[config.mk]
export PLATFORM = sky130hd
export DESIGN_NAME = scir_top
export DESIGN_NICKNAME = d
export VERILOG_FILES = /design/src/scir_pkg.sv /design/src/scir_reg_if.sv /design/src/scir_regfile.sv /design/src/scir_top.sv
export SDC_FILE = /design/constraint.sdc
export NUM_CORES = 1
export LEC_CHECK = 0
export BUFFER_PORTS_ARGS = -buffer_cell sky130_fd_sc_hd__buf_2
export CAP_MARGIN = 30
export CORE_AREA = 2 2 95 78
export DETAILED_ROUTE_END_ITERATION = 8
export DIE_AREA = 0 0 97 80
export GPL_ROUTABILITY_DRIVEN = 1
export SLEW_MARGIN = 25
export SYNTH_ARGS = -nofsm -noshare
export SYNTH_HDL_FRONTEND = slang
export SYNTH_SLANG_ARGS = --single-unit
[constraint.sdc]
create_clock -name clk -period 2.5 [get_ports clk]
set_clock_uncertainty 0.15 [all_clocks]
set_input_delay 0.75 -clock clk [delete_from_list [all_inputs] [get_ports clk]]
set_output_delay 0.75 -clock clk [all_outputs]
set_load 0.005 [all_outputs]
[src/scir_pkg.sv]
// Notes on behaviour
// - Writing one to bit 7 of register soft_reset_and_wire_mode resets the device; bit self-clears.
// - Bit 4 of soft_reset_and_wire_mode disables three-wire readback when one; resets to zero.
// - Three-wire and four-wire readback may run at the same time.
// - Bit 0 of 0x002 sets device_sleep; serial port and registers stay active; resets zero; 7:1 reserved.
// - Register 0x003 returns the 8-bit device type code; writes ignored.
// - Product code: high byte at 0x004, low byte at 0x005, read only.
// - Register 0x006 returns the 8-bit read-only silicon revision code.
// - Vendor code: high byte at 0x00C, low byte at 0x00D, read only.
// - Per-output field indices: even 0 to 12, odd 1 to 13, odd is even+1.
// - Addresses are 15 bits wide; each register holds data bits 7 down to 0.
package scir_pkg;
    localparam int ADDR_W     = 15;
    localparam int DATA_W     = 8;
    localparam int FRAME_BITS = 24;
    localparam int HDR_BITS   = 16;
    localparam int CNT_W      = 5;

    localparam logic [ADDR_W-1:0] OFS_SYS_CTRL    = 15'h0000;
    localparam logic [ADDR_W-1:0] OFS_SLEEP       = 15'h0002;
    localparam logic [ADDR_W-1:0] OFS_DEV_TYPE    = 15'h0003;
    localparam logic [ADDR_W-1:0] OFS_PROD_HIGH   = 15'h0004;
    localparam logic [ADDR_W-1:0] OFS_PROD_LOW    = 15'h0005;
    localparam logic [ADDR_W-1:0] OFS_REVISION    = 15'h0006;
    localparam logic [ADDR_W-1:0] OFS_VENDOR_HIGH = 15'h000C;
    localparam logic [ADDR_W-1:0] OFS_VENDOR_LOW  = 15'h000D;

    localparam int BIT_SOFT_RESET  = 7;
    localparam int BIT_THREE_WIRE  = 4;
    localparam int BIT_SLEEP       = 0;

    localparam logic RST_THREE_WIRE_DIS = 1'b0;
    localparam logic RST_SLEEP          = 1'b0;
    localparam logic [DATA_W-1:0] ZERO_BYTE = 8'h00;

    // Per-output replication: odd index is even index plus one
    function automatic logic [3:0] odd_index(input logic [3:0] even_idx);
        odd_index = even_idx + 4'h1;
    endfunction
endpackage

[src/scir_reg_if.sv]
`timescale 1ns/1ps
interface scir_reg_if;
    logic                            wr_en;
    logic [scir_pkg::ADDR_W-1:0]     addr;
    logic [scir_pkg::DATA_W-1:0]     wdata;
    logic [scir_pkg::DATA_W-1:0]     rdata;
    logic                            three_wire_dis;

    modport bank (
        input  wr_en,
        input  addr,
        input  wdata,
        output rdata,
        output three_wire_dis
    );
    modport engine (
        output wr_en,
        output addr,
        output wdata,
        input  rdata,
        input  three_wire_dis
    );
endinterface

[src/scir_regfile.sv]
`timescale 1ns/1ps
module scir_regfile #(
    parameter logic [7:0]  DEVICE_TYPE_CODE      = 8'h5A,
    parameter logic [15:0] PRODUCT_CODE          = 16'hA5C3,
    parameter logic [7:0]  SILICON_REVISION_CODE = 8'h11,
    parameter logic [15:0] VENDOR_CODE           = 16'h3C96
) (
    // Clock and reset
    input  wire logic clk,
    input  wire logic rst_n,
    // Register access
    scir_reg_if.bank  rif,
    // Device controls
    output logic      device_sleep,
    output logic      device_reset
);
    logic three_wire_dis;
    logic next_three_wire_dis;
    logic next_device_sleep;
    logic next_device_reset;

    // Read decode; unmapped and reserved bits read zero
    function automatic logic [7:0] read_decode(input logic [14:0] a,
                                               input logic        twd,
                                               input logic        slp);
        logic [7:0] d;
        d = scir_pkg::ZERO_BYTE;
        case (a)
            scir_pkg::OFS_SYS_CTRL:    d[scir_pkg::BIT_THREE_WIRE] = twd;
            scir_pkg::OFS_SLEEP:       d[scir_pkg::BIT_SLEEP] = slp;
            scir_pkg::OFS_DEV_TYPE:    d = DEVICE_TYPE_CODE;
            scir_pkg::OFS_PROD_HIGH:   d = PRODUCT_CODE[15:8];
            scir_pkg::OFS_PROD_LOW:    d = PRODUCT_CODE[7:0];
            scir_pkg::OFS_REVISION:    d = SILICON_REVISION_CODE;
            scir_pkg::OFS_VENDOR_HIGH: d = VENDOR_CODE[15:8];
            scir_pkg::OFS_VENDOR_LOW:  d = VENDOR_CODE[7:0];
            default:                   d = scir_pkg::ZERO_BYTE;
        endcase
        read_decode = d;
    endfunction

    always_comb begin
        next_three_wire_dis = three_wire_dis;
        next_device_sleep   = device_sleep;
        next_device_reset   = 1'b0;
        if (device_reset) begin
            // Soft reset returns the bank to power-on values
            next_three_wire_dis = scir_pkg::RST_THREE_WIRE_DIS;
            next_device_sleep   = scir_pkg::RST_SLEEP;
        end else if (rif.wr_en) begin
            if (rif.addr == scir_pkg::OFS_SYS_CTRL) begin
                next_device_reset   = rif.wdata[scir_pkg::BIT_SOFT_RESET];
                next_three_wire_dis = rif.wdata[scir_pkg::BIT_THREE_WIRE];
            end else if (rif.addr == scir_pkg::OFS_SLEEP) begin
                next_device_sleep = rif.wdata[scir_pkg::BIT_SLEEP];
            end
        end
    end

    always_ff @(posedge clk) begin
        if (!rst_n) begin
            three_wire_dis <= scir_pkg::RST_THREE_WIRE_DIS;
            device_sleep   <= scir_pkg::RST_SLEEP;
            device_reset   <= 1'b0;
        end else begin
            three_wire_dis <= next_three_wire_dis;
            device_sleep   <= next_device_sleep;
            device_reset   <= next_device_reset;
        end
    end

    assign rif.three_wire_dis = three_wire_dis;
    assign rif.rdata          = read_decode(rif.addr, three_wire_dis, device_sleep);
endmodule

[src/scir_top.sv]
`timescale 1ns/1ps
module scir_top #(
    parameter logic [7:0]  DEVICE_TYPE_CODE      = 8'h5A,   // Arbitrary value
    parameter logic [15:0] PRODUCT_CODE          = 16'hA5C3, // Arbitrary value
    parameter logic [7:0]  SILICON_REVISION_CODE = 8'h11,   // Arbitrary value
    parameter logic [15:0] VENDOR_CODE           = 16'h3C96  // Arbitrary value
) (
    // Clock and reset
    input  wire logic clk,
    input  wire logic rst_n,
    // Serial pins
    input  wire logic scs_n,
    input  wire logic sck,
    input  wire logic sdio_in,
    output logic      sdio_out,
    output logic      sdio_oe,
    // Four-wire readback pin
    input  wire logic readback_pin_select,
    output logic      readback_pin_out,
    output logic      readback_pin_oe,
    // Device controls
    output logic      three_wire_readback_disable,
    output logic      device_sleep,
    output logic      device_reset
);
    typedef enum logic [2:0] {
        ST_IDLE,
        ST_HEADER,
        ST_WRITE,
        ST_READ,
        ST_DONE
    } scir_state_t;

    scir_reg_if rif ();

    // Pin synchronisers
    logic scs_n_s1;
    logic scs_n_s2;
    logic sck_s1;
    logic sck_s2;
    logic sck_s3;
    logic sdio_s1;
    logic sdio_s2;

    scir_state_t                   state;
    scir_state_t                   next_state;
    logic [scir_pkg::CNT_W-1:0]    bit_cnt;
    logic [scir_pkg::CNT_W-1:0]    next_bit_cnt;
    logic [scir_pkg::FRAME_BITS-1:0] in_sr;
    logic [scir_pkg::FRAME_BITS-1:0] next_in_sr;
    logic [scir_pkg::DATA_W-1:0]   out_sr;
    logic [scir_pkg::DATA_W-1:0]   next_out_sr;
    logic                          loaded;
    logic                          next_loaded;
    logic [scir_pkg::ADDR_W-1:0]   addr;
    logic [scir_pkg::ADDR_W-1:0]   next_addr;
    logic [scir_pkg::DATA_W-1:0]   wdata;
    logic [scir_pkg::DATA_W-1:0]   next_wdata;
    logic                          wr_en;
    logic                          next_wr_en;
    logic                          sck_rise;
    logic                          sck_fall;
    logic                          cs_end;
    logic                          driving;

    always_ff @(posedge clk) begin
        if (!rst_n) begin
            scs_n_s1 <= 1'b1;
            scs_n_s2 <= 1'b1;
            sck_s1   <= 1'b0;
            sck_s2   <= 1'b0;
            sck_s3   <= 1'b0;
            sdio_s1  <= 1'b0;
            sdio_s2  <= 1'b0;
        end else begin
            scs_n_s1 <= scs_n;
            scs_n_s2 <= scs_n_s1;
            sck_s1   <= sck;
            sck_s2   <= sck_s1;
            sck_s3   <= sck_s2;
            sdio_s1  <= sdio_in;
            sdio_s2  <= sdio_s1;
        end
    end

    assign sck_rise = sck_s2 & ~sck_s3;
    assign sck_fall = ~sck_s2 & sck_s3;
    assign cs_end   = scs_n_s2;

    // Frame: read flag, 15-bit address, 8 data bits, MSB first
    always_comb begin
        next_state   = state;
        next_bit_cnt = bit_cnt;
        next_in_sr   = in_sr;
        next_out_sr  = out_sr;
        next_loaded  = loaded;
        next_addr    = addr;
        next_wdata   = wdata;
        next_wr_en   = 1'b0;
        case (state)
            ST_IDLE: begin
                next_bit_cnt = '0;
                next_loaded  = 1'b0;
                if (!scs_n_s2) begin
                    next_state = ST_HEADER;
                end
            end
            ST_HEADER: begin
                if (cs_end) begin
                    next_state = ST_IDLE;
                end else if (sck_rise) begin
                    next_in_sr   = {in_sr[scir_pkg::FRAME_BITS-2:0], sdio_s2};
                    next_bit_cnt = bit_cnt + 1'b1;
                    if (bit_cnt == 5'(scir_pkg::HDR_BITS - 1)) begin
                        next_addr  = {in_sr[scir_pkg::ADDR_W-2:0], sdio_s2};
                        next_state = in_sr[scir_pkg::ADDR_W-1] ? ST_READ : ST_WRITE;
                    end
                end
            end
            ST_WRITE: begin
                if (cs_end) begin
                    next_state = ST_IDLE;
                end else if (sck_rise) begin
                    next_in_sr   = {in_sr[scir_pkg::FRAME_BITS-2:0], sdio_s2};
                    next_bit_cnt = bit_cnt + 1'b1;
                    if (bit_cnt == 5'(scir_pkg::FRAME_BITS - 1)) begin
                        next_wdata = {in_sr[scir_pkg::DATA_W-2:0], sdio_s2};
                        next_wr_en = 1'b1;
                        next_state = ST_DONE;
                    end
                end
            end
            ST_READ: begin
                if (cs_end) begin
                    next_state = ST_IDLE;
                end else begin
                    if (sck_fall) begin
                        if (!loaded) begin
                            next_out_sr = rif.rdata;
                            next_loaded = 1'b1;
                        end else begin
                            next_out_sr = {out_sr[scir_pkg::DATA_W-2:0], 1'b0};
                        end
                    end
                    if (sck_rise) begin
                        next_bit_cnt = bit_cnt + 1'b1;
                        if (bit_cnt == 5'(scir_pkg::FRAME_BITS - 1)) begin
                            next_state = ST_DONE;
                        end
                    end
                end
            end
            ST_DONE: begin
                if (cs_end) begin
                    next_state = ST_IDLE;
                end
            end
            default: begin
                next_state = ST_IDLE;
            end
        endcase
    end

    always_ff @(posedge clk) begin
        if (!rst_n) begin
            state   <= ST_IDLE;
            bit_cnt <= '0;
            in_sr   <= '0;
            out_sr  <= scir_pkg::ZERO_BYTE;
            loaded  <= 1'b0;
            addr    <= '0;
            wdata   <= scir_pkg::ZERO_BYTE;
            wr_en   <= 1'b0;
        end else begin
            state   <= next_state;
            bit_cnt <= next_bit_cnt;
            in_sr   <= next_in_sr;
            out_sr  <= next_out_sr;
            loaded  <= next_loaded;
            addr    <= next_addr;
            wdata   <= next_wdata;
            wr_en   <= next_wr_en;
        end
    end

    assign rif.wr_en = wr_en;
    assign rif.addr  = addr;
    assign rif.wdata = wdata;

    scir_regfile #(
        .DEVICE_TYPE_CODE      (DEVICE_TYPE_CODE),
        .PRODUCT_CODE          (PRODUCT_CODE),
        .SILICON_REVISION_CODE (SILICON_REVISION_CODE),
        .VENDOR_CODE           (VENDOR_CODE)
    ) u_regfile (
        .clk          (clk),
        .rst_n        (rst_n),
        .rif          (rif.bank),
        .device_sleep (device_sleep),
        .device_reset (device_reset)
    );

    // Readback drives both paths independently
    assign driving          = (state == ST_READ) && loaded;
    assign sdio_out         = out_sr[scir_pkg::DATA_W-1];
    assign sdio_oe          = driving && !rif.three_wire_dis;
    assign readback_pin_out = out_sr[scir_pkg::DATA_W-1];
    assign readback_pin_oe  = driving && readback_pin_select;

    assign three_wire_readback_disable = rif.three_wire_dis;
endmodule

==> results.env, run 1 <==
NUMBER_OF_GLOBAL_ROUTE_VIAS_BEFORE_REPAIR=1756
POWER_FRAC_CLOCK_PCT=43.8
SYNTHESIS.INSTANCES=272
SYNTH.AVG_CELL_AREA_SQ_UM=9.79
ASYNC_RESET_FF_SHARE_PCT=0
CRIT_START='state[0]$_SDFFE_PN0P_'
NUM_IO_PINS=13
DR_WL_CELL_UM=13.4
WORST_HOLD_PATH_TYPE='reg2reg'
MIN-DELAY-START='scs_n_s1$_SDFF_PN1_'
DRT_DRC_VIOLATIONS_LEFT=0
SYNTHESIS.YOSYS.WARNINGS=0
ORDERED_LIST_OF_CELLS_ON_THE_WORST_PATH='nand2_1 > nor4b_1 > buf_2'
REG2REGPATHDEPTH=8
FF2FF_SETUP_SLACK_NS=0.50
CLOCK_NETWORK_LATENCY_TO_THE_LATER_PIN_OF_THE_WORST_SKEW_PAIR_NS=0.34
GRTUSAGEMET2_PCT=20.1
FINAL_GP_CONGESTION=0.775
SYNTH_TOP_CELL_AREA_SHARE_PCT=45.8
CP_NUM_BUF_INV=1
BUSIEST_LAYER='met2'
WORST_IR_DROP_VDD_mV=0.329
FINALHOLDVIOLATIONS=0
TIGHTESTPINTRANSITION_NS=0.603
MAX_TRANSITION_VIOLS_FINAL=0
NUMCLOCKSINKS=61
PATH_CLK_SLEW_NS=0.06
WORSTHOLDENDPOINT='cs_end$_SDFF_PN1_'
TRITONCTS='yes'
AVGVIACOUNTPERCELL=5.09
NON_FILLER_INSTANCE_COUNT_AFTER_LAYOUT=370
WORST_EP_REQUIRED_TIME_NS=1.60
SYNTH_EDF_COUNT=0
CRIT_PATH_TOP_DELAY_CELL='sky130_fd_sc_hd__dfxtp_1'
GRTUSAGETOTAL_PCT=14.2
SYNTH-MAIN-FF-CELL='sky130_fd_sc_hd__dfxtp_1'
INITIAL_UTILIZATION_PCT=39.2
CRITICAL-PATH-MAX-STAGE-DELAY_NS=0.50
POST_SYNTH_INSTANCE_AREA_SQ_UM=2660
POWER.SWITCHING_FRACTION_PCT=21.1
DESIGN.CORE.AREA_SQ_UM=6790
GRT_ANTENNA_BEFORE_REPAIR=0
NUMCTSBUFFERS=9
POWER_DENSITY_nW_PER_UM2=616
SWITCHING_POWER_W=0.000383
SYNTH_NETS=280
POSTSYNTHREGISTERBITS=61
DIE_WIDTH_UM=97
LEAKAGE_POWER_TOTAL_nW=1.10
FMAX_MHz=440
GRT_OVERFLOW_TOTAL=0
GRT_UTIL_MET3_PCT=4.99
GRT_USE_MET1_PCT=19.0
CRITICAL_PATH.REG2REG.STARTPOINT='bit_cnt[0]$_SDFFE_PN0P_'
CRITPATHTOPFAMILY='flip-flops'
H-TREE-DEPTH=3
DETAILEDROUTE.FIRSTPASSITERATIONCOUNT=4
ROUTE.VIAS.TOTAL=1885
POST_ROUTE_CELLS_DRIVE_ABOVE_1_SHARE_PCT=12.0
DETAIL-ROUTE-ANTENNA-NETS=0
CTSLONGESTPATHBUFFERS=2
COMBINATIONAL_GROUP_SHARE_OF_TOTAL_POWER_PCT=2.1
R2R-END='addr[11]$_SDFFE_PN0P_'
LAYOUT_MIN_CYCLE_TIME_NS=2.27
HOLD-PATH-CELL-COUNT=1
SYNTH_TOP_CELLS_BY_AREA='sky130_fd_sc_hd__dfxtp_1, sky130_fd_sc_hd__mux2i_1, sky130_fd_sc_hd__nor2b_1'
SLEW_HEADROOM_PCT=59.4
SYNTH_SEQ_AREA_SHARE_PCT=45.8
SYN_TO_FINAL_GROWTH_PCT=10.5
TOTALNEGATIVESETUPSLACK_NS=0
WORSTPATHARRIVAL_NS=1.37
POWER.INTERNAL_W=0.00143
SHARE_SEQ_OF_TOTAL_POWER_PCT=54.1
TIMING.FINAL.CRIT_SHARE_PCT=91.0
LAYOUT.NETS=287
RSZ_0062_RAISED_AFTER_GLOBAL_ROUTING='no'
RUN_STATUS='finished, final reports clean'
GRT_MAX_DEGREE=43
GRT_PASS1_WL_UM=8660
START_KIND='register'
CRITICAL_PATH.ENDPOINT_TYPE='output pin'
FINISH_STAGE_SETUP_VIOLS=0
ANTENNA-DIODE-COUNT=0
HOLD_SLACK_NS=0.262
SYNTH_TOP_AREA_CELL='sky130_fd_sc_hd__dfxtp_1'
POST_SYNTH_NUM_CELL_TYPES=46
FINISH.UTILIZATION_PCT=43.4
DP_HPWL_UM=3220
MAXCAPVIOLCOUNT=0
DRT_ITER0_MARKERS=61
DP_CELLS=355
CTS.ROOT.BUFFER_CELL='sky130_fd_sc_hd__clkbuf_8'
NUM_ROWS=27
FLOORPLAN.DIE_AREA_SQ_UM=7760
ROUTED_WL_UM=4970
DIE_H_UM=80
PATH_MAX_FANOUT=10
PLACE.PORT_BUFFERS=12
CRITPATHKIND='reg2out'
SETUP_BUFFERS_AFTER_CTS=0
[state kept, by name (all words and copies together) (netlist names)]
| signal | cells |
|---|---|
| sck_s2 | 1 |
| sck_s3 | 1 |
| out_sr | 8 |
| u_regfile.device_sleep | 1 |
| bit_cnt | 5 |
| sdio_s1 | 1 |
| sck_s1 | 1 |
| sdio_s2 | 1 |
| rif.wr_en | 1 |
| rif.wdata | 3 |
| state | 3 |
| loaded | 1 |
| cs_end | 1 |
| u_regfile.device_reset | 1 |
| addr | 15 |
| in_sr | 15 |
| u_regfile.rif.three_wire_dis | 1 |
| scs_n_s1 | 1 |
[worst reg2reg max path, delay by kind of cell, from the launching register on]
kind	cells	cell delay, ns
multiplexers	1	0.24
AND/OR/NAND/NOR	4	0.49
buffers and inverters	1	0.31
flip-flops	1	0.37
adder cells (fa/ha/maj)	2	0.34
[metal layers]
metal  vias up  part of all wire [%]
met5         -                     0
met4         0                   1.9
met3        10                   2.8
met2        17                    42
met1       891                    53
li1        967                     -
[cell usage in the layout, fill, tap and decap left out, types with 5 or more instances in the layout]
master | Yosys | final
sky130_fd_sc_hd__dfxtp_1 | 61 | 60
sky130_fd_sc_hd__nand2b_1 | 9 | 9
sky130_fd_sc_hd__mux2i_1 | 34 | 34
sky130_fd_sc_hd__nor2_1 | 7 | 7
sky130_fd_sc_hd__clkbuf_8 | 0 | 12
sky130_fd_sc_hd__nand3_1 | 5 | 5
sky130_fd_sc_hd__and2_1 | 6 | 6
sky130_fd_sc_hd__o21ai_0 | 11 | 11
sky130_fd_sc_hd__nor2b_1 | 41 | 41
sky130_fd_sc_hd__buf_2 | 3 | 12
sky130_fd_sc_hd__nand2_1 | 10 | 10
sky130_fd_sc_hd__a21oi_1 | 10 | 10
[synthesized netlist by cell type, types with 2 or more instances]
cell type	number
sky130_fd_sc_hd__dfxtp_1	61
sky130_fd_sc_hd__nor2b_1	41
sky130_fd_sc_hd__mux2i_1	34
sky130_fd_sc_hd__clkbuf_1	13
sky130_fd_sc_hd__o21ai_0	11
sky130_fd_sc_hd__a21oi_1	10
sky130_fd_sc_hd__nand2_1	10
sky130_fd_sc_hd__nand2b_1	9
sky130_fd_sc_hd__nor2_1	7
sky130_fd_sc_hd__and2_1	6
sky130_fd_sc_hd__nand3_1	5
sky130_fd_sc_hd__inv_1	4
sky130_fd_sc_hd__nand4_1	4
sky130_fd_sc_hd__nor3_1	4
sky130_fd_sc_hd__a21boi_0	3
sky130_fd_sc_hd__a32oi_1	3
sky130_fd_sc_hd__and3_1	3
sky130_fd_sc_hd__buf_2	3
sky130_fd_sc_hd__nor4_1	3
sky130_fd_sc_hd__nor4b_1	3
sky130_fd_sc_hd__a211oi_1	2
sky130_fd_sc_hd__a22oi_1	2
sky130_fd_sc_hd__a31oi_1	2
sky130_fd_sc_hd__buf_4	2
sky130_fd_sc_hd__ha_1	2
sky130_fd_sc_hd__nand4b_1	2
sky130_fd_sc_hd__nor3b_1	2
sky130_fd_sc_hd__o31ai_1	2
sky130_fd_sc_hd__or3_1	2
[worst max path at each step]
| stage | cells past startpoint | slack (ns) | endpoint |
|---|---|---|---|
| 2_1_floorplan | 2 | 0.51 | readback_pin_oe |
| 3_3_place_gp | 4 | 0.36 | readback_pin_oe |
| 3_5_place_dp | 4 | 0.34 | readback_pin_oe |
| 4_1_cts | 3 | 0.12 | sdio_oe |
| 5_1_grt | 3 | 0.02 | readback_pin_oe |
| 6_report | 3 | 0.23 | readback_pin_oe |
[power by group through the flow]
stage	Clock, W	Sequential (W)	Combinational (W)
5_1_grt	0.000868	0.000982	0.0000425
3_3_place_gp	0	0.00100	0.0000386
4_1_cts	0.000824	0.000982	0.0000388
6_report	0.000795	0.000982	0.0000385
3_5_place_dp	0	0.00100	0.0000386
2_1_floorplan	0	0.00100	0.0000273
[metrics by stage]
| step | total power, W | cell area [sq um] | setup WS (ns) |
|---|---|---|---|
| 6_report | 0.00181 | 2940 | 0.226 |
| 5_1_grt | 0.00189 | 2940 | 0.0210 |
| 3_5_place_dp | 0.00104 | 2770 | 0.340 |
| 3_3_place_gp | 0.00104 | 2770 | 0.357 |
| 4_1_cts | 0.00184 | 2940 | 0.119 |
| 2_1_floorplan | 0.00103 | 2660 | 0.507 |
[logic make-up (layout without fill, tap and decap cells)]
group	Yosys count	after routing	synth area share, %
DFF	61	61	45.8
AOI/OAI and AO/OA	39	39	9.16
adders and majority gates	2	2	0.939
buffers and inverters	24	35	4.70
and+or+nand+nor	110	110	25.9
xor gates and xnor gates	2	2	0.658
muxes	34	34	12.8
[layout make-up]
cell class | instances | area (sq um)
clock inverter | 1 | 5.00
fill | 650 | 3850
tap | 87 | 109
timing repair buffer | 16 | 103
sequential | 61 | 1220
multi-input combinational | 187 | 1320
clock buffer | 14 | 173
inverter | 4 | 15.0
[timing repair]
action                                 in CTS  in global routing
endpoints found under the hold margin       0                  0
setup endpoints to repair                   0                  2
resized for setup                           0                  1
hold buffers                                0                  0
(Power assumes the default switching activity.)
==> run 2: changes to the inputs <==
- PLACE_DENSITY: unset -> 0.66
==> run 2 against run 1 <==
Against the previous run: setup slack better by 0.030 ns; final area is 1.2% lower; register-to-register slack hardly changed; power is 4.9% lower; sequential cell count stayed put; routed wire length is 3.0% lower; hold slack worse by 0.0036 ns; critical endpoint unchanged; largest cell class unchanged.
==> results.env, run 2 (same netlist as run 1, synthesis figures left out) <==
MOSTFREQUENTLAYOUTCELL='sky130_fd_sc_hd__dfxtp_1'
NUM_ROWS=27  # unchanged
PATH_CLK_SLEW_NS=0.06  # about the same
COMBINATIONAL_GROUP_SHARE_OF_TOTAL_POWER_PCT=2.1  # about the same
TOTALNEGATIVESETUPSLACK_NS=0  # unchanged
DETAIL-ROUTE-ANTENNA-NETS=0  # unchanged
SLEW_HEADROOM_PCT=57.3  # -2.2 points
WORST_HOLD_PATH_TYPE='reg2reg'
NUM_IO_PINS=13  # unchanged
FINALHOLDVIOLATIONS=0  # unchanged
LAYOUT_MIN_CYCLE_TIME_NS=2.24  # -0.0302 ns
WORSTPATHARRIVAL_NS=1.34  # -0.03 ns
PATH_MAX_FANOUT=13  # +3
POWER.INTERNAL_W=0.00135  # -5.4%
MET1_LENGTH_UM=2490  # -4.8%
FINAL_GP_CONGESTION=0.786  # +1.3%
MET2_WIRELENGTH_UM=2030  # -3.7%
FINAL_CELL_MIX='sky130_fd_sc_hd__dfxtp_1, sky130_fd_sc_hd__nor2b_1, sky130_fd_sc_hd__mux2i_1'
DP_HPWL_UM=3180  # -1.4%
POWER_FRAC_CLOCK_PCT=41.0  # -2.8 points
GRTUSAGETOTAL_PCT=13.6  # -0.60 points
CTS-HOLD-FIX-BUFFERS=0  # unchanged
START_KIND='register'
TRITONCTS='yes'
AREA_TAKEN_BY_MULTI_INPUT_LOGIC_GATES_SQ_UM=1320  # unchanged
RSZ_0062_RAISED_AFTER_GLOBAL_ROUTING='no'
CRITPATHTOPFAMILY='flip-flops'
UPPERMOST_LAYER_ROUTED='met4'
POST-PLACE-WS_NS=0.308  # -0.0323 ns
CTS.ROOT.BUFFER_CELL='sky130_fd_sc_hd__clkbuf_8'
DIE_H_UM=80  # unchanged
POWER_DENSITY_nW_PER_UM2=593  # -3.7%
ANTENNA-DIODE-COUNT=0  # unchanged
GRT_ANTENNA_BEFORE_REPAIR=0  # unchanged
NUM-FILL-CELLS=658  # +1.2%
DETAILEDROUTE.FIRSTPASSITERATIONCOUNT=4  # unchanged
FLOORPLAN.DIE_AREA_SQ_UM=7760  # unchanged
CRITPATHKIND='reg2out'
POST_ROUTE_CELLS_DRIVE_ABOVE_1_SHARE_PCT=11.6  # -0.39 points
DRT_DRC_VIOLATIONS_LEFT=0  # unchanged
SYN_TO_FINAL_GROWTH_PCT=9.16
WORST_EP_REQUIRED_TIME_NS=1.60  # about the same
CRIT_PATH_TOP_DELAY_CELL='sky130_fd_sc_hd__dfxtp_1'
FF_LATCH_AREA_SQ_UM=1220  # +0.10%
SWITCHING_POWER_W=0.000371  # -3.1%
TIGHTESTPINTRANSITION_NS=0.635  # +0.0322 ns
H-TREE-DEPTH=3  # unchanged
WL_MET3_UM=221  # +60%
DIE_WIDTH_UM=97  # unchanged
ROUTE.VIAS.TOTAL=1890  # +0.27%
LEAKAGE_POWER_TOTAL_nW=1.08  # -1.7%
RUN_STATUS='finished, final reports clean'
NUMCTSBUFFERS=9  # unchanged
GRT_OVERFLOW_TOTAL=0  # unchanged
GRT_PASS1_WL_UM=8490  # -2.0%
NUMCLOCKSINKS=61  # unchanged
MAXCAPVIOLCOUNT=0  # unchanged
CRITICAL-PATH-MAX-STAGE-DELAY_NS=0.57  # +0.07 ns
LAYOUT.NETS=287  # unchanged
AVGVIACOUNTPERCELL=5.09  # about the same
LARGEST_REGISTERS='addr x15, in_sr x15, out_sr x8'
CTSLONGESTPATHBUFFERS=2  # unchanged
CLOCK_NETWORK_LATENCY_TO_THE_LATER_PIN_OF_THE_WORST_SKEW_PAIR_NS=0.33  # about the same
ROUTED_WL_UM=4820  # -3.0%
WORST_IR_DROP_VDD_mV=0.353  # +7.3%
TIMING.FINAL.CRIT_SHARE_PCT=89.8  # -1.2 points
FMAX_MHz=446  # +1.3%
ORDERED_LIST_OF_CELLS_ON_THE_WORST_PATH='nor4b_1 > buf_2'
SHARE_SEQ_OF_TOTAL_POWER_PCT=56.9  # +2.8 points
FINISH_STAGE_SETUP_VIOLS=0  # unchanged
FF2FF_SETUP_SLACK_NS=0.50  # about the same
NUMBER_OF_GLOBAL_ROUTE_VIAS_BEFORE_REPAIR=1800  # +2.5%
POST-ROUTE-WORST-SETUP-SLACK_NS=0.256  # +0.0302 ns
CRITICAL_PATH.ENDPOINT_TYPE='output pin'
DR_WL_CELL_UM=13.0  # -3.3%
PLACE.PORT_BUFFERS=12  # unchanged
INITIAL_UTILIZATION_PCT=39.2  # unchanged
DESIGN.CORE.AREA_SQ_UM=6790  # unchanged
CP_NUM_BUF_INV=1  # unchanged
POWER.SWITCHING_FRACTION_PCT=21.5  # +0.40 points
MAX_TRANSITION_VIOLS_FINAL=0  # unchanged
DRT_ITER0_MARKERS=87  # +43%
GRT_MAX_DEGREE=42  # -2.3%
run 2: changes by cell type in the layout (fill, tap and decap cells not counted), sizes merged:
cell,before,now
clkinv,1,2
run 2: worst paths after layout:
check                                              from                   end  depth (start not counted)
worst max-delay path                loaded$_SDFFE_PN0P_       readback_pin_oe                          2
worst min-delay path                scs_n_s1$_SDFF_PN1_     cs_end$_SDFF_PN1_                          1
worst max register to register  bit_cnt[0]$_SDFFE_PN0P_  addr[2]$_SDFFE_PN0P_                          8
worst min register to register      scs_n_s1$_SDFF_PN1_     cs_end$_SDFF_PN1_                          1
run 2: power by group through the flow:
stage	combinational (W)	sequential, W	clock, W
final	0.0000366	0.000982	0.000707
after global routing	0.0000406	0.000982	0.000775
after CTS	0.0000372	0.000982	0.000731
after detailed placement	0.0000370	0.00100	0
after global placement	0.0000366	0.00100	0
after floorplan	0.0000273	0.00100	0
run 2: what timing repair did:
item,in CTS,in global routing
gates resized for setup,0,2
endpoints found under the hold margin,0,0
endpoints found under the setup margin,0,1
setup buffers,0,0
run 2: stage by stage:
step                      power (W)  instances  hold WS [ns]  cell area (sq um)  utilization [%]
after global routing        0.00180        371         0.273               2910             42.8
after CTS                   0.00175        371         0.261               2910             42.8
after floorplan             0.00103        272         0.236               2660                -
after detailed placement    0.00104        355         0.246               2750             40.5
final                       0.00173        371         0.259               2910             42.8
after global placement      0.00104        355         0.242               2750             40.5
run 2: area by class of cell:
type / instances / area share, %
Inverter: 4 / 0.516
Multi-Input combinational cell: 187 / 45.3
Clock buffer: 14 / 4.91
Sequential cell: 61 / 42.1
Timing Repair Buffer: 16 / 3.10
Tap cell: 87 / 3.74
Clock inverter: 2 / 0.344
run 2: per-layer routing:
layer | up-vias | global-route usage (%)
li1 | 965 | -
met1 | 880 | 17.3
met2 | 39 | 20.6
met3 | 6 | 5.43
met4 | 0 | 5.92
met5 | - | 0
run 2: worst register-to-register path, cell delays in order (launching register included):
cell	delay [ns]
sky130_fd_sc_hd__dfxtp_1	0.37
sky130_fd_sc_hd__ha_1	0.21
sky130_fd_sc_hd__and3_1	0.17
sky130_fd_sc_hd__ha_1	0.14
sky130_fd_sc_hd__nand2_1	0.08
sky130_fd_sc_hd__nor3b_2	0.18
sky130_fd_sc_hd__buf_4	0.31
sky130_fd_sc_hd__mux2i_1	0.24
sky130_fd_sc_hd__nor2b_1	0.06
==> run 3: changes to the inputs <==
- CORE_AREA: 2 2 95 78 -> 2 2 83 69
- DIE_AREA: 0 0 97 80 -> 0 0 85 71
- PLACE_DENSITY: 0.66 -> 0.81
==> run 3 against run 2 <==
Against the previous run: routed wire length shrank 1.1%; die area shrank 22%; final area grew 0.13%; critical path depth grew 1; sequential power is essentially flat; sequential share of layout area shrank 0.097 points; hold slack lost 0.00057 ns; largest power group unchanged; critical path type unchanged; non-clock buffer count shrank 1; sequential cell count is the same.
==> results.env, run 3 (same netlist as run 1, synthesis figures left out) <==
RUN_STATUS='finished, final reports clean'
CRITPATHKIND='reg2out'
CTSRESIZECOUNT=0  # unchanged
ANTENNA-DIODE-COUNT=0  # unchanged
FINISH.UTILIZATION_PCT=55.4  # +13 points
FF2FF_SETUP_SLACK_NS=0.49  # about the same
ROUTED_WL_UM=4760  # -1.1%
CLOCK_NETWORK_LATENCY_TO_THE_LATER_PIN_OF_THE_WORST_SKEW_PAIR_NS=0.33  # about the same
GRT_OVERFLOW_TOTAL=0  # unchanged
TOTALNEGATIVESETUPSLACK_NS=0  # unchanged
PATH_CLK_SLEW_NS=0.06  # about the same
LAYOUT_MIN_CYCLE_TIME_NS=2.31  # +0.0637 ns
SYN_TO_FINAL_GROWTH_PCT=9.30
AVGVIACOUNTPERCELL=5.50  # +7.9%
WORSTPATHARRIVAL_NS=1.41  # +0.07 ns
FINISH_STAGE_SETUP_VIOLS=0  # unchanged
DRT_ITER0_MARKERS=112  # +29%
TRITONCTS='yes'
WORSTHOLDENDPOINT='cs_end$_SDFF_PN1_'
LARGEST_REGISTERS='addr x15, in_sr x15, out_sr x8'
H-TREE-DEPTH=3  # unchanged
FLOORPLAN.DIE_AREA_SQ_UM=6040  # -22%
INITIAL_UTILIZATION_PCT=50.7  # +11 points
HOLD-PATH-CELL-COUNT=1  # unchanged
DESIGN.CORE.AREA_SQ_UM=5260  # -23%
WORST_IR_DROP_VDD_mV=0.454  # +29%
GRT_MAX_DEGREE=41  # -2.4%
CRITICAL_PATH.REG2REG.STARTPOINT='bit_cnt[0]$_SDFFE_PN0P_'
POST_ROUTE_CELLS_DRIVE_ABOVE_1_SHARE_PCT=11.3  # -0.27 points
SETUP_BUFFERS_AFTER_CTS=0  # unchanged
MAX_TRANSITION_VIOLS_FINAL=0  # unchanged
RSZ_0062_RAISED_AFTER_GLOBAL_ROUTING='no'
LEAKAGE_POWER_TOTAL_nW=1.09  # +1.2%
GRT_ANTENNA_BEFORE_REPAIR=0  # unchanged
DETAILEDROUTE.FIRSTPASSITERATIONCOUNT=4  # unchanged
GRTUSAGETOTAL_PCT=17.8  # +4.1 points
NUM-FILL-CELLS=438  # -33%
FINAL_CELL_MIX='sky130_fd_sc_hd__dfxtp_1, sky130_fd_sc_hd__nor2b_1, sky130_fd_sc_hd__mux2i_1'
NUMBER_OF_GLOBAL_ROUTE_VIAS_BEFORE_REPAIR=1830  # +1.7%
LAYOUT.NETS=286  # -0.35%
DR_WL_CELL_UM=13.7  # +5.7%
CRITICAL_PATH.ENDPOINT_TYPE='output pin'
R2R-END='addr[6]$_SDFFE_PN0P_'
SLEW_HEADROOM_PCT=62.9  # +5.6 points
PATH_MAX_FANOUT=10  # -3
TIMING.FINAL.CRIT_SHARE_PCT=92.3  # +2.5 points
NUMCTSBUFFERS=9  # unchanged
NUMCLOCKSINKS=61  # unchanged
CTSLONGESTPATHBUFFERS=2  # unchanged
MAXCAPVIOLCOUNT=0  # unchanged
REG2REGPATHDEPTH=8  # unchanged
AREA_TAKEN_BY_MULTI_INPUT_LOGIC_GATES_SQ_UM=1320  # unchanged
TOTAL_POWER_W=0.00187  # +8.5%
FF_LATCH_AREA_SQ_UM=1220  # -0.10%
FMAX_MHz=433  # -2.8%
WORST_EP_REQUIRED_TIME_NS=1.60  # about the same
NUM_IO_PINS=13  # unchanged
ROUTE.VIAS.TOTAL=1907  # +0.90%
FINAL_GP_CONGESTION=0.809  # +3.0%
GRT_PASS1_WL_UM=8360  # -1.6%
DRT_DRC_VIOLATIONS_LEFT=0  # unchanged
FINALHOLDVIOLATIONS=0  # unchanged
DIE_H_UM=71  # -11%
CTS.ROOT.BUFFER_CELL='sky130_fd_sc_hd__clkbuf_8'
CTS-HOLD-FIX-BUFFERS=0  # unchanged
POWER_DENSITY_nW_PER_UM2=643  # +8.3%
DP_HPWL_UM=3110  # -2.2%
MIN-DELAY-START='scs_n_s1$_SDFF_PN1_'
NUM_ROWS=24  # -11%
TIGHTESTPINTRANSITION_NS=0.557  # -0.0781 ns
START_KIND='register'
DIE_WIDTH_UM=85  # -12%
DETAIL-ROUTE-ANTENNA-NETS=0  # unchanged
WORST_HOLD_PATH_TYPE='reg2reg'
PLACE.PORT_BUFFERS=12  # unchanged
HOLD_SLACK_NS=0.258  # -0.000572 ns
POST-PLACE-WS_NS=0.331  # +0.0228 ns
MOSTFREQUENTLAYOUTCELL='sky130_fd_sc_hd__dfxtp_1'
POST-ROUTE-WORST-SETUP-SLACK_NS=0.192  # -0.0637 ns
-- run 3: cell count changes in the layout (fill, tap and decap cells not counted), sizes merged --
cell	delta
buf	-1
bufinv	+1
clkinv	-2
-- run 3: layer usage --
layer	track usage (%)	routed length [um]	part of all wire [%]
met1	22.5	2310	49
met2	26.6	2200	46
met3	7.82	191	4.0
met4	7.41	57	1.2
met5	0	0	0
-- run 3: final cells by class --
type                       count  share of cell area (%)
clock buffer                  14                    5.59
clock inverter                 1                    1.03
sequential                    61                    42.0
timing repair buffer          15                    2.84
multi-input combinational    187                    45.3
inverter                       4                   0.516
tap                           65                    2.79
-- run 3: stage by stage --
stage | instances | cell area [sq um]
after global routing | 347 | 2910
after floorplan | 272 | 2660
after CTS | 347 | 2910
after global placement | 332 | 2720
after detailed placement | 332 | 2720
final | 347 | 2910
-- run 3: worst max-delay path by stage --
stage,from,endpoint,slack [ns],cells past startpoint
finish,state[0]$_SDFFE_PN0P_,readback_pin_oe,0.19,3
global route,state[0]$_SDFFE_PN0P_,readback_pin_oe,0.08,3
CTS,state[1]$_SDFFE_PN0P_,readback_pin_oe,0.12,3
detailed placement,readback_pin_select,readback_pin_oe,0.33,4
global placement,readback_pin_select,readback_pin_oe,0.36,4
floorplan,readback_pin_select,readback_pin_oe,0.51,2
-- run 3: worst max-delay path, stage by stage, from the launching register on --
cell,delay (ns)
sky130_fd_sc_hd__dfxtp_1,0.51
sky130_fd_sc_hd__nand2_1,0.15
sky130_fd_sc_hd__nor4b_1,0.25
sky130_fd_sc_hd__buf_2,0.16
-- run 3: where the power goes --
group / switching, W / leakage, nW / internal (W)
combinational: 0.0000173 / 0.500 / 0.0000178
clock: 0.000344 / 0.0968 / 0.000511
sequential: 0.00000439 / 0.493 / 0.000977
total: 0.000366 / 1.09 / 0.00151
